$ cat src/inc/sdr_pkg.sv
// Constants and types for the 16-to-1 serializer with clock divider
package sdr_pkg;

	localparam int WORD_W = 16;
	localparam int DIV_STAGES = 4;

	// Full-rate clock period in ps and derived word period in cycles
	localparam int FULL_PERIOD_PS = 4000;
	localparam int WORD_CYCLES = 1 << DIV_STAGES;

	// Reference edges farther apart than this count as loss of lock
	localparam logic [5:0] REF_TIMEOUT = 6'h20;

	// Divider count at which the word-rate clock rises (7 -> 8)
	localparam logic [3:0] WORD_RISE_CNT = 4'h8;
	// Divider count at which the word-rate clock falls (15 -> 0)
	localparam logic [3:0] WORD_FALL_CNT = 4'h0;

	// APB register byte offsets
	localparam logic [7:0] OFF_CTRL = 8'h00;
	localparam logic [7:0] OFF_STATE = 8'h04;
	localparam logic [7:0] OFF_IRQ_STATUS = 8'h08;
	localparam logic [7:0] OFF_IRQ_ENABLE = 8'h0C;
	localparam logic [7:0] OFF_IRQ_CLEAR = 8'h10;

	// Field positions
	localparam int CTRL_BIT_ORDER = 0;
	localparam int CTRL_VCO_BAND = 1;
	localparam int CTRL_HS_MODE_LO = 2;
	localparam int IRQ_LOCK_GAINED = 0;
	localparam int IRQ_LOCK_LOST = 1;
	localparam int IRQ_W = 2;

	typedef enum logic [1:0] {
		SDR_HS_HALF = 2'h0,
		SDR_HS_FULL = 2'h1,
		SDR_HS_OFF = 2'h2
	} sdr_hs_mode_t;

	typedef struct packed {
		sdr_hs_mode_t hs_clock_mode;
		logic vco_band_select;
		logic bit_order_select;
	} sdr_ctrl_t;

	localparam sdr_ctrl_t CTRL_RESET = '{hs_clock_mode: SDR_HS_HALF, vco_band_select: 1'b0,
		bit_order_select: 1'b0};

	typedef struct packed {
		logic fast_clock_half;
		logic fast_clock_full_sel;
		logic fast_clock_enable;
	} sdr_fast_clk_t;

	typedef struct packed {
		logic osc_11g0_enable;
		logic osc_11g8_enable;
	} sdr_osc_t;

endpackage

$ cat src/verilog/sdr_serializer.sv
// 16-to-1 serializer with divider chain, lock monitor and APB control
//
// Design decisions made here: the placing of the registers and the APB slave port.
`timescale 1ns/1ps
`default_nettype none

module sdr_serializer
	import sdr_pkg::*;
#(
	parameter int WIDTH = WORD_W
) (
	// Clock and reset; pclk is the full-rate clock
	input wire logic pclk,
	input wire logic presetn,
	// APB slave
	input wire logic psel,
	input wire logic penable,
	input wire logic pwrite,
	input wire logic [7:0] paddr,
	input wire logic [31:0] pwdata,
	output logic [31:0] prdata,
	output logic pready,
	output logic pslverr,
	// Parallel side
	input wire logic [WIDTH-1:0] parallel_data_in,
	output logic divided_rate_out,
	// Reference and lock
	input wire logic reference_in,
	output logic lock_indicator,
	// Serial side
	output logic serial_data_out,
	output sdr_fast_clk_t fast_clock_out,
	// Oscillator power control
	output sdr_osc_t osc_power,
	// Interrupt
	output logic irq
);

	sdr_ctrl_t ctrl_q;
	logic [DIV_STAGES-1:0] div_q;
	logic [WIDTH-1:0] shift_q;
	logic ref_prev_q;
	logic [5:0] ref_gap_q;
	logic lock_q;
	logic [IRQ_W-1:0] irq_status_q, irq_enable_q, irq_set;
	logic [31:0] prdata_q;
	logic pready_q, pslverr_q;
	logic word_fall, ref_rise, bus_done, wr_en, addr_ok;
	logic [IRQ_W-1:0] clear_bits;

	function automatic logic [WIDTH-1:0] order_word(input logic [WIDTH-1:0] w, input logic rev);
		logic [WIDTH-1:0] r;
		r = '0;
		for (int i = 0; i < WIDTH; i++) begin
			r[WIDTH-1-i] = w[i];
		end
		return rev ? w : r;
	endfunction

	// Ripple of four toggle stages, modelled as one count
	always_ff @(posedge pclk or negedge presetn) begin
		if (!presetn) begin
			div_q <= '0;
		end else begin
			div_q <= div_q + 4'h1;
		end
	end

	// Word clock is the top stage; it falls as the count wraps to zero
	assign word_fall = (div_q == WORD_FALL_CNT);

	// Shift register MSB leaves first; loaded word is out within one word period
	always_ff @(posedge pclk or negedge presetn) begin
		if (!presetn) begin
			shift_q <= '0;
		end else if (word_fall) begin
			shift_q <= order_word(parallel_data_in, ctrl_q.bit_order_select);
		end else begin
			shift_q <= {shift_q[WIDTH-2:0], 1'b0};
		end
	end

	always_ff @(posedge pclk or negedge presetn) begin
		if (!presetn) begin
			serial_data_out <= 1'b0;
			divided_rate_out <= 1'b0;
			fast_clock_out <= '0;
			osc_power <= '0;
		end else begin
			serial_data_out <= shift_q[WIDTH-1];
			divided_rate_out <= div_q[DIV_STAGES-1];
			fast_clock_out.fast_clock_half <= div_q[0];
			fast_clock_out.fast_clock_full_sel <= (ctrl_q.hs_clock_mode == SDR_HS_FULL);
			fast_clock_out.fast_clock_enable <= (ctrl_q.hs_clock_mode != SDR_HS_OFF);
			osc_power.osc_11g0_enable <= ctrl_q.vco_band_select;
			osc_power.osc_11g8_enable <= !ctrl_q.vco_band_select;
		end
	end

	// Lock: every reference rising edge must meet the word clock rising edge
	assign ref_rise = reference_in && !ref_prev_q;

	always_ff @(posedge pclk or negedge presetn) begin
		if (!presetn) begin
			ref_prev_q <= 1'b0;
			ref_gap_q <= '0;
			lock_q <= 1'b0;
		end else begin
			ref_prev_q <= reference_in;
			if (ref_rise) begin
				ref_gap_q <= '0;
				lock_q <= (div_q == WORD_RISE_CNT);
			end else if (ref_gap_q == REF_TIMEOUT) begin
				lock_q <= 1'b0;
			end else begin
				ref_gap_q <= ref_gap_q + 6'h01;
			end
		end
	end

	always_ff @(posedge pclk or negedge presetn) begin
		if (!presetn) begin
			lock_indicator <= 1'b0;
		end else begin
			lock_indicator <= lock_q;
		end
	end

	// APB: answer on the second access cycle so all bus outputs are registered
	assign bus_done = psel && penable && pready_q;
	assign wr_en = bus_done && pwrite;
	assign addr_ok = (paddr == OFF_CTRL) || (paddr == OFF_STATE) || (paddr == OFF_IRQ_STATUS)
		|| (paddr == OFF_IRQ_ENABLE) || (paddr == OFF_IRQ_CLEAR);

	always_ff @(posedge pclk or negedge presetn) begin
		if (!presetn) begin
			pready_q <= 1'b0;
			pslverr_q <= 1'b0;
			prdata_q <= '0;
		end else begin
			pready_q <= psel && penable && !pready_q;
			pslverr_q <= psel && penable && !pready_q && !addr_ok;
			prdata_q <= '0;
			if (psel && penable && !pready_q && !pwrite) begin
				case (paddr)
					OFF_CTRL: prdata_q <= {28'h0000000, ctrl_q};
					OFF_STATE: prdata_q <= {31'h00000000, lock_q};
					OFF_IRQ_STATUS: prdata_q <= {30'h00000000, irq_status_q};
					OFF_IRQ_ENABLE: prdata_q <= {30'h00000000, irq_enable_q};
					default: prdata_q <= '0;
				endcase
			end
		end
	end

	assign prdata = prdata_q;
	assign pready = pready_q;
	assign pslverr = pslverr_q;

	always_ff @(posedge pclk or negedge presetn) begin
		if (!presetn) begin
			ctrl_q <= CTRL_RESET;
		end else if (wr_en && paddr == OFF_CTRL) begin
			ctrl_q.bit_order_select <= pwdata[CTRL_BIT_ORDER];
			ctrl_q.vco_band_select <= pwdata[CTRL_VCO_BAND];
			// Code 3 is not a pin state; it falls back to the unconnected default
			ctrl_q.hs_clock_mode <= (pwdata[CTRL_HS_MODE_LO+:2] == 2'h3) ? SDR_HS_HALF
				: sdr_hs_mode_t'(pwdata[CTRL_HS_MODE_LO+:2]);
		end
	end

	// Sticky lock events; a set in the clearing cycle wins
	assign irq_set[IRQ_LOCK_GAINED] = lock_q == 1'b0 && ref_rise && div_q == WORD_RISE_CNT;
	assign irq_set[IRQ_LOCK_LOST] = lock_q && ((ref_rise && div_q != WORD_RISE_CNT) || ref_gap_q == REF_TIMEOUT);
	assign clear_bits = (wr_en && paddr == OFF_IRQ_CLEAR) ? pwdata[IRQ_W-1:0] : '0;

	always_ff @(posedge pclk or negedge presetn) begin
		if (!presetn) begin
			irq_status_q <= '0;
		end else begin
			irq_status_q <= (irq_status_q & ~clear_bits) | irq_set;
		end
	end

	always_ff @(posedge pclk or negedge presetn) begin
		if (!presetn) begin
			irq_enable_q <= '0;
		end else if (wr_en && paddr == OFF_IRQ_ENABLE) begin
			irq_enable_q <= pwdata[IRQ_W-1:0];
		end
	end

	always_ff @(posedge pclk or negedge presetn) begin
		if (!presetn) begin
			irq <= 1'b0;
		end else begin
			irq <= |(irq_status_q & irq_enable_q);
		end
	end

endmodule // sdr_serializer

`default_nettype wire
$ cat config.mk
export PLATFORM = sky130hd
export DESIGN_NAME = sdr_serializer
export DESIGN_NICKNAME = d
export VERILOG_FILES = /design/src/inc/sdr_pkg.sv /design/src/verilog/sdr_serializer.sv
export SDC_FILE = /design/constraint.sdc
export NUM_CORES = 1
export LEC_CHECK = 0
export ABC_AREA = 1
export BUFFER_PORTS_ARGS = -buffer_cell sky130_fd_sc_hd__buf_2
export CAP_MARGIN = 30
export CELL_PAD_IN_SITES_DETAIL_PLACEMENT = 1
export CELL_PAD_IN_SITES_GLOBAL_PLACEMENT = 1
export CORE_ASPECT_RATIO = 0.8
export CORE_MARGIN = 3
export CORE_UTILIZATION = 34
export DETAILED_ROUTE_END_ITERATION = 8
export HOLD_SLACK_MARGIN = 0.15
export PLACE_DENSITY_LB_ADDON = 0.3
export SLEW_MARGIN = 10
export SYNTH_ARGS = -nofsm -noshare
export SYNTH_HDL_FRONTEND = slang
export SYNTH_SLANG_ARGS = --single-unit
$ cat constraint.sdc
create_clock -name pclk -period 1.85 [get_ports pclk]
set_clock_uncertainty 0.15 [all_clocks]
set_input_delay 0.185 -clock pclk [delete_from_list [all_inputs] [get_ports pclk]]
set_output_delay 0.185 -clock pclk [all_outputs]
set_load 0.01 [all_outputs]
==> results of run 1 <==
==> state kept, by name, summed over array words and instances (netlist names) <==
register          cells
divided_rate_out      1
div_q                 4
lock_indicator        1
irq_status_q          2
lock_q                1
pready                1
serial_data_out       1
ref_prev_q            1
fast_clock_out        3
ref_gap_q             6
osc_power             2
prdata                4
irq_enable_q          2
pslverr               1
shift_q              16
ctrl_q                4
irq                   1
==> area by class of cell <==
type	instances	share of cell area [%]
repair buffers	81	18.83
well taps	87	3.501
clock inverters	2	1.207
clock buffers	5	2.213
multi-input cells	203	30.30
inverters	24	2.897
flip-flops and latches	51	41.05
==> metrics by stage <==
step	area [um^2]	total power (W)	util (%)	hold WS [ns]	setup slack, ns
floorplan	2556	0.001445	-	-0.2606	0.4650
global placement	2713	0.001510	38.98	0.05017	0.2770
finish	3109	0.002317	44.68	0.1527	0.1242
detailed placement	2713	0.001525	38.98	0.05883	0.2602
global route	3109	0.002442	44.68	0.1696	0.03680
CTS	3109	0.002338	44.68	0.1533	0.1348
==> synth_stat cells <==
library cell,instances,area [um^2]
nand2_1,69,259.0
dfrtp_1,51,1276
nor2_1,44,165.2
buf_4,29,217.7
inv_1,23,86.33
a31oi_1,15,93.84
nand3_1,13,65.06
o21ai_1,6,30.03
ha_1,4,50.05
nand2_2,4,25.02
o21ai_0,4,20.02
xor2_1,4,35.03
buf_2,3,15.01
nor3_1,3,15.01
nor2_4,2,22.52
xnor2_1,2,17.52
a21boi_0,1,7.510
a22o_1,1,8.760
buf_6,1,11.26
clkbuf_1,1,3.750
conb_1,1,3.750
inv_2,1,3.750
nor2_2,1,6.260
nor3_2,1,10.01
or2_2,1,6.260
==> path summary, 6_finish.rpt <==
| path | from | end |
|---|---|---|
| setup / recovery | pwdata[3] | ctrl_q[2] |
| hold / removal | paddr[6] | pslverr |
| setup reg to reg | div_q[0] | shift_q[0] |
| hold reg to reg | shift_q[15] | serial_data_out |
| max in group asynchronous | presetn | lock_indicator |
| min in group asynchronous | presetn | pready |
==> kinds of logic (layout without fill, tap and decap cells) <==
kind of cell | count (synthesis) | count (layout) | synth area share, %
AND/OR/NAND/NOR | 138 | 138 | 23.39
buffers and inverters | 58 | 112 | 13.76
flip-flops | 51 | 51 | 51.99
AO/OA/AOI/OAI | 27 | 27 | 6.524
XOR/XNOR | 6 | 6 | 2.141
adder cells (fa/ha/maj) | 4 | 4 | 2.039
other | 1 | 28 | 0.1528
==> what timing repair did <==
action,CTS,global route
hold buffers,29,0
gates resized for setup,0,0
endpoints found under the hold margin,80,0
==> worst min-delay path, delay by kind of cell <==
family,cells,cell delay (ns)
AOI/OAI and AO/OA,1,0.08
and+or+nand+nor,3,0.24
buffers and inverters,1,0.07
==> routing by layer <==
metal  track usage (%)  up-vias  routed length (um)
met3             3.056        8                 269
met2             24.05       48                2692
li1                  -      996                   -
met5                 0        -                   0
met1             17.77      947                2616
met4             4.250        0                  80
==> power by group <==
group	leakage, nW	switching, W	internal (W)	total, W
sequential	0.645	0.0000570	0.00118	0.00124
clock	0.0502	0.000373	0.000396	0.000769
combinational	0.886	0.000165	0.000146	0.000311
total	1.58	0.000595	0.00172	0.00232
==> metrics.cfg, run 1 <==
[grt]
antenna_found_initial=0
grt_util_all_layers_pct=14.00
grt.overflow.total=0
grt_max_degree=52
grt_pass1_wl_mm=9.225
grt_pass1_vias=2059

[sta]
min_period_over_period_pct=93.28
max_freq_mhz=579.5
final_max_slew_viol_count=0
tightest_slew_ns=0.5054
hold_viol_final=0
rsz0062_at_grt=no
fin_crit_ns=1.726
relSlewSlack_pct=66.27
fin_tns_setup_ns=0
setup_viol=0

[clock_tree]
clock-root-buffer=clkbuf_8
htreeDepth=2
clock_latency_ns=0.31
cts_tree=built
clockBufferDepth=2
clk_pin_slew_ns=0.10
numClockSinks=51
cts_setup_buffers=0
cts_made_buffers=5

[route]
num_vias=1999
drtAntennaViolNets=0
drc=0
wl_per_cell_um=12.49
avgViaCountPerCell=4.413
routed_wl_mm=5.658
first_iter_violations=41
dr.pass1.iters=4

[power]
p_leak_nw=1.581
peakVddDrop_mv=0.3134
power_density_mw_per_mm2=745.1

[layout]
finalNonFillerCells=453
drive_gt1_share_pct=18.85
final.fill_count=837
seq_area_mm2=0.001276
fin_nets=432
multi_input_area_um2=942.2
diodes=0
layout_common_cells=nand2_1 (69), dfrtp_1 (51), buf_2 (48), nor2_1 (44), dlygate4sd3_1 (29)
syn_to_final_growth_pct=26.66
final_common_cell=nand2_1

[setup_path]
slowest_stage=dlygate4sd3_1
arrival_ns=1.82
cp_max_fo=2
worst-r2r-cell-count=6
crit_family=buffers and inverters
rrSetupSlack_ns=0.23
path_buf_inv=3
path_cells=dlygate4sd3_1 -> buf_2 -> or2_2 -> dlygate4sd3_1 -> o21ai_1
crit_cells=5
path_common_cell=dlygate4sd3_1
startpoint_type=input port
cp_data_required_time_ns=1.94
max_stage_delay_ns=0.57
critical_path.endpoint_type=flip-flop
worstSetupPathType=input port to flip-flop

[floorplan]
die_h_um=82
fp.dieW_um=101
core_mm2=0.006959
io_pins=105
rows=27
die-area_mm2=0.008282
start_util_pct=35.28

[yosys]
netlist_area_mm2=0.002455
ys_types=25
yosysWarnings=0
seq_area_frac_synth_pct=51.99
synth_cells=285
synth-seq-cells=51
synth_area_per_cell_um2=8.614

[min_path]
min_path_cells=5
hold_class=input port to flip-flop

[placed_design]
dp_hpwl_mm=3.874
portBuffers=48
gp_congestion=0.7127
place_inst=417

[status]
status=finished clean

[job]
maxCapViolCount=0

Note: power is estimated with default switching activity, not from simulation.
==> run 2, diff against run 1 <==
--- a/config.mk
+++ b/config.mk
@@ -12,5 +12,5 @@
 export CELL_PAD_IN_SITES_GLOBAL_PLACEMENT = 1
 export CORE_ASPECT_RATIO = 0.8
-export CORE_MARGIN = 3
+export CORE_MARGIN = 5
 export CORE_UTILIZATION = 34
 export DETAILED_ROUTE_END_ITERATION = 8
==> constraint.sdc (replaced) <==
create_clock -name pclk -period 1.85 [get_ports pclk]
set_clock_uncertainty 0.15 [all_clocks]
set_input_delay 0.555 -clock pclk [delete_from_list [all_inputs] [get_ports pclk]]
set_output_delay 0.555 -clock pclk [all_outputs]
set_load 0.01 [all_outputs]
==> metrics.cfg, run 2 (synthesis gave the netlist of run 1 again) <==
[min_path]
min_path_cells=0  ; was 5
hp-start=shift_q[15]  ; was paddr[6]
hold_class=flip-flop to flip-flop  ; was input port to flip-flop
hold_end=serial_data_out  ; was pslverr

[placed_design]
dp_hpwl_mm=4.008  ; was 3.874 mm
portBuffers=48  ; unchanged
dpl_cell_area_mm2=0.002713  ; unchanged
gp_congestion=0.7865  ; was 0.7127

[clock_tree]
clock_latency_ns=0.31  ; about the same
clockBufferDepth=2  ; unchanged
cts_made_buffers=5  ; unchanged
cts_resized=0  ; unchanged
clk_pin_slew_ns=0.10  ; about the same
clock-root-buffer=clkbuf_8  ; unchanged
htreeDepth=2  ; unchanged
cts_tree=built  ; unchanged
numClockSinks=51  ; unchanged

[setup_path]
cp_max_fo=31  ; was 2
cp_data_required_time_ns=1.90  ; was 1.94 ns
arrival_ns=1.69  ; was 1.82 ns
worstSetupPathType=flip-flop to flip-flop  ; was input port to flip-flop
rrSetupSlack_ns=0.21  ; was 0.23 ns
path_cells=inv_1 -> ha_1 -> inv_1 -> nor3_2 -> buf_12 -> a21boi_0  ; was dlygate4sd3_1 -> buf_2 -> or2_2 -> dlygate4sd3_1 -> o21ai_1
path_common_cell=inv_1  ; was dlygate4sd3_1
reg2reg_from=div_q[0]  ; unchanged
slowest_stage=dfrtp_1  ; was dlygate4sd3_1
worst-r2r-cell-count=6  ; unchanged
max_stage_delay_ns=0.42  ; was 0.57 ns
r2r-end=shift_q[0]  ; unchanged
startpoint_type=flip-flop  ; was input port
critical_path.endpoint_type=flip-flop  ; unchanged

[grt]
antenna_found_initial=0  ; unchanged
grt.overflow.total=0  ; unchanged
grt_pass1_wl_mm=8.680  ; was 9.225 mm
grt_util_all_layers_pct=11.64  ; was 14.00%
grt_pass1_vias=1967  ; was 2059
grt_max_degree=52  ; unchanged

[power]
peakVddDrop_mv=0.3464  ; was 0.3134 mV
p_leak_nw=1.461  ; was 1.581 nW
totalPowerFinal_w=0.002187  ; was 0.002317 W
power_density_mw_per_mm2=775.0  ; was 745.1 mW/mm^2

[sta]
min_period_over_period_pct=88.57  ; was 93.28%
fin_crit_ns=1.639  ; was 1.726 ns
rsz0062_at_grt=no  ; unchanged
final_max_slew_viol_count=0  ; unchanged
fin_tns_setup_ns=0  ; unchanged
setup_viol=0  ; unchanged
hold_viol_final=0  ; unchanged
max_freq_mhz=610.3  ; was 579.5 MHz
whs_ns=0.2074  ; was 0.1527 ns

[floorplan]
die-area_mm2=0.009030  ; was 0.008282 mm^2
start_util_pct=35.28  ; unchanged
rows=27  ; unchanged
core_mm2=0.006959  ; unchanged
fp.dieW_um=105  ; was 101 um
die_h_um=86  ; was 82 um
io_pins=105  ; unchanged

[route]
wl_met1_mm=2.259  ; was 2.616 mm
first_iter_violations=60  ; was 41
drtAntennaViolNets=0  ; unchanged
maxUsedRoutingLayer=met4  ; unchanged
avgViaCountPerCell=4.446  ; was 4.413
dr_wl_met2_mm=2.543  ; was 2.692 mm
dr_wl_met3_um=289  ; was 269 um
routed_wl_mm=5.153  ; was 5.658 mm
drc=0  ; unchanged
num_vias=1894  ; was 1999
wl_per_cell_um=12.10  ; was 12.49 um
dr.pass1.iters=3  ; was 4

[layout]
largestRegisters=shift_q: 16 flops, ref_gap_q: 6 flops  ; unchanged
fin_nets=404  ; was 432
layout_common_cells=nand2_1 (69), dfrtp_1 (51), buf_2 (48), nor2_1 (44), conb_1 (28)  ; was nand2_1 (69), dfrtp_1 (51), buf_2 (48), nor2_1 (44), dlygate4sd3_1 (29)
drive_gt1_share_pct=20.65  ; was 18.85%
largest-register=shift_q  ; unchanged
final_cell_area_mm2=0.002821  ; was 0.003109 mm^2
final.fill_count=862  ; was 837
final_common_cell=nand2_1  ; unchanged
largest_register_ffs=16  ; unchanged
diodes=0  ; unchanged
final_util_pct=40.54  ; was 44.68%
syn_to_final_growth_pct=14.93  ; was 26.66%

[status]
status=finished clean  ; unchanged

[job]
maxCapViolCount=0  ; unchanged

## run 2: what timing repair did
item	in CTS	in global routing
buffers inserted	0	0
hold buffers	1	0
endpoints found under the hold margin	51	0
## run 2: area by class of cell
cell class,count,area [um^2],share of cell area [%]
Sequential cell,51,1276,45.23
Multi-Input combinational cell,203,942.2,33.39
Inverter,24,90.09,3.193
Clock inverter,2,16.27,0.5765
Clock buffer,6,82.58,2.927
Timing Repair Buffer,53,305.3,10.82
Tap cell,87,108.9,3.858
## run 2: metal layers
layer	up-vias	track usage, %
li1	941	-
met1	896	14.53
met2	48	19.37
met3	9	3.236
met4	0	4.181
met5	-	0
## run 2: how the worst max path moves through the flow
stage	start	to	slack [ns]	cells after the start
floorplan	paddr[7]	ctrl_q[0]	0.41	6
CTS	div_q[0]	shift_q[0]	0.15	6
global route	div_q[0]	shift_q[0]	0.04	6
global placement	paddr[7]	ctrl_q[3]	0.19	7
finish	div_q[0]	shift_q[0]	0.21	6
detailed placement	paddr[7]	ctrl_q[0]	0.12	7
## run 2: stage by stage
stage	worst slack [ns]	instances
3_3_place_gp	0.1909	417
6_report	0.2115	426
3_5_place_dp	0.1241	417
5_1_grt	0.03612	426
2_1_floorplan	0.4061	312
4_1_cts	0.1497	426
## run 2: report_power, final
group / internal, W / switching (W) / total (W)
clock network: 0.000306 / 0.000386 / 0.000692
registers: 0.00118 / 0.0000548 / 0.00123
logic: 0.000108 / 0.000152 / 0.000260
## run 2: critical path: cells and delay by family, from the launching register on
family	cells	cell delay, ns
AOI/OAI and AO/OA	1	0.25
adders and majority gates	1	0.16
DFF	1	0.42
buffers and inverters	3	0.36
and+or+nand+nor	1	0.20
==> run 3, diff against run 2 <==
CORE_UTILIZATION = 31   (was 34)
clock period = 1.5 ns   (was 1.85 ns; I/O delays follow)
==> metrics.cfg, run 3 (synthesis gave the netlist of run 1 again) <==
[layout]
drive_gt1_share_pct=26.14  ; was 20.65%
syn_to_final_growth_pct=22.73  ; was 14.93%
largest-register=shift_q  ; unchanged
multi_input_area_um2=983.4  ; was 942.2 um^2
final_common_cell=nand2_1  ; unchanged
fin_nets=418  ; was 404
diodes=0  ; unchanged
final.fill_count=991  ; was 862
seq_area_mm2=0.001276  ; unchanged
largest_register_ffs=16  ; unchanged
largestRegisters=shift_q: 16 flops, ref_gap_q: 6 flops  ; unchanged
layout_common_cells=nand2_1 (69), dfrtp_1 (51), buf_2 (48), nor2_1 (40), conb_1 (28)  ; was nand2_1 (69), dfrtp_1 (51), buf_2 (48), nor2_1 (44), conb_1 (28)

[grt]
grt_pass1_wl_mm=8.901  ; was 8.680 mm
grt.overflow.total=0  ; unchanged
grt_max_degree=52  ; unchanged
grt_pass1_vias=2007  ; was 1967
antenna_found_initial=0  ; unchanged
grt_util_all_layers_pct=11.66  ; was 11.64%

[floorplan]
fp.dieW_um=109.5  ; was 105 um
io_pins=105  ; unchanged
core_mm2=0.007838  ; was 0.006959 mm^2
start_util_pct=31.32  ; was 35.28%
rows=29  ; was 27
die_h_um=89.60  ; was 86 um
die-area_mm2=0.009810  ; was 0.009030 mm^2

[setup_path]
cp_data_required_time_ns=1.58  ; was 1.90 ns
worstSetupPathType=flip-flop to flip-flop  ; unchanged
startpoint_type=flip-flop  ; unchanged
cp_max_fo=8  ; was 31
arrival_ns=1.54  ; was 1.69 ns
worst-r2r-cell-count=8  ; was 6
rrSetupSlack_ns=0.04  ; was 0.21 ns
reg2reg_from=div_q[0]  ; unchanged
critical_path.endpoint_type=flip-flop  ; unchanged
r2r-end=shift_q[9]  ; was shift_q[0]

[power]
totalPowerFinal_w=0.002672  ; was 0.002187 W
p_leak_nw=1.533  ; was 1.461 nW
power_density_mw_per_mm2=886.9  ; was 775.0 mW/mm^2
peakVddDrop_mv=0.3244  ; was 0.3464 mV

[sta]
setup_viol=0  ; unchanged
hold_viol_final=0  ; unchanged
rsz0062_at_grt=yes  ; was no
fin_crit_ns=1.461  ; was 1.639 ns
fin_tns_setup_ns=0  ; unchanged
final_max_slew_viol_count=0  ; unchanged
max_freq_mhz=684.4  ; was 610.3 MHz
min_period_over_period_pct=97.41  ; was 88.57%

[clock_tree]
clk_pin_slew_ns=0.10  ; about the same
cts_made_buffers=5  ; unchanged
clockBufferDepth=2  ; unchanged
htreeDepth=2  ; unchanged
numClockSinks=51  ; unchanged
clock_latency_ns=0.31  ; about the same
cts_tree=built  ; unchanged
clock-root-buffer=clkbuf_8  ; unchanged

[min_path]
hold_class=flip-flop to flip-flop  ; unchanged
hold_end=serial_data_out  ; unchanged
min_path_cells=0  ; unchanged
hp-start=shift_q[15]  ; unchanged

[route]
wl_per_cell_um=12.36  ; was 12.10 um
routed_wl_mm=5.684  ; was 5.153 mm
avgViaCountPerCell=4.228  ; was 4.446
dr.pass1.iters=4  ; was 3
drtAntennaViolNets=0  ; unchanged
drc=0  ; unchanged
num_vias=1945  ; was 1894
first_iter_violations=33  ; was 60

[placed_design]
portBuffers=48  ; unchanged
gp_congestion=0.7428  ; was 0.7865
dp_hpwl_mm=4.192  ; was 4.008 mm

[job]
maxCapViolCount=0  ; unchanged

[status]
status=finished clean  ; unchanged

[run 3: changes by cell type in the layout (fill, tap and decap cells not counted), sizes merged]
cell / before / now
buf: 52 / 64
clkbuf: 6 / 7
clkinvlp: 1 / 0
dlygate4sd3: 1 / 2
[run 3: worst max-delay path, stage by stage, from the launching register on]
cell	delay (ns)
dfrtp_1	0.40
inv_2	0.09
ha_4	0.14
inv_4	0.04
nor3_4	0.10
buf_6	0.15
clkbuf_16	0.15
nor2_1	0.04
a31oi_1	0.14
[run 3: metal layers]
metal  part of all wire [%]  GRT usage (%)  wire length [um]  up-vias
li1                       -              -                 -      968
met1                     47          14.89              2668      927
met2                     47          19.34              2664       43
met3                    4.9          2.788               279        7
met4                    1.2          4.417                71        0
met5                      0              0                 0        -
[run 3: worst max path at each step]
stage          slack [ns]     start  cells past startpoint     endpoint
2_1_floorplan        0.11  div_q[0]                      7   shift_q[3]
3_3_place_gp        -0.06  paddr[7]                      7    ctrl_q[1]
3_5_place_dp        -0.08  paddr[7]                      7    ctrl_q[2]
4_1_cts             -0.05  div_q[0]                      7  shift_q[10]
5_1_grt             -0.02  div_q[0]                      7  shift_q[10]
6_report             0.04  div_q[0]                      8   shift_q[9]
[run 3: report_power, final]
group          internal [W]  switching [W]
combinational      0.000140       0.000191
clock              0.000363       0.000454
sequential          0.00145      0.0000694
[run 3: final cells by class]
type                       instances  share of cell area, %
sequential                        51                  42.36
multi-input combinational        203                  32.64
timing repair buffer              67                  14.53
tap                              108                  4.485
inverter                          24                  3.073
clock buffer                       6                  2.741
clock inverter                     1                 0.1661
[run 3: repair_timing]
action                     CTS  global route
gates cloned                 1             1
pin swaps                    1             2
setup endpoints to repair   10            18
resized for setup            7            10
hold endpoints to repair    52             0
hold buffers                 2             0
setup buffers                1             4
[run 3: per-stage QoR]
step                      utilization [%]  instances  hold WS [ns]  worst slack, ns  instance area [um^2]
after detailed placement            35.62        445        0.2069         -0.08365                  2791
after global placement              35.62        445        0.1865         -0.05684                  2791
final                               38.44        460        0.2182          0.03888                  3013
after CTS                           37.64        456        0.2216         -0.05021                  2950
after global routing                38.44        460        0.2325         -0.02030                  3013
after floorplan                         -        312      0.004409           0.1150                  2556
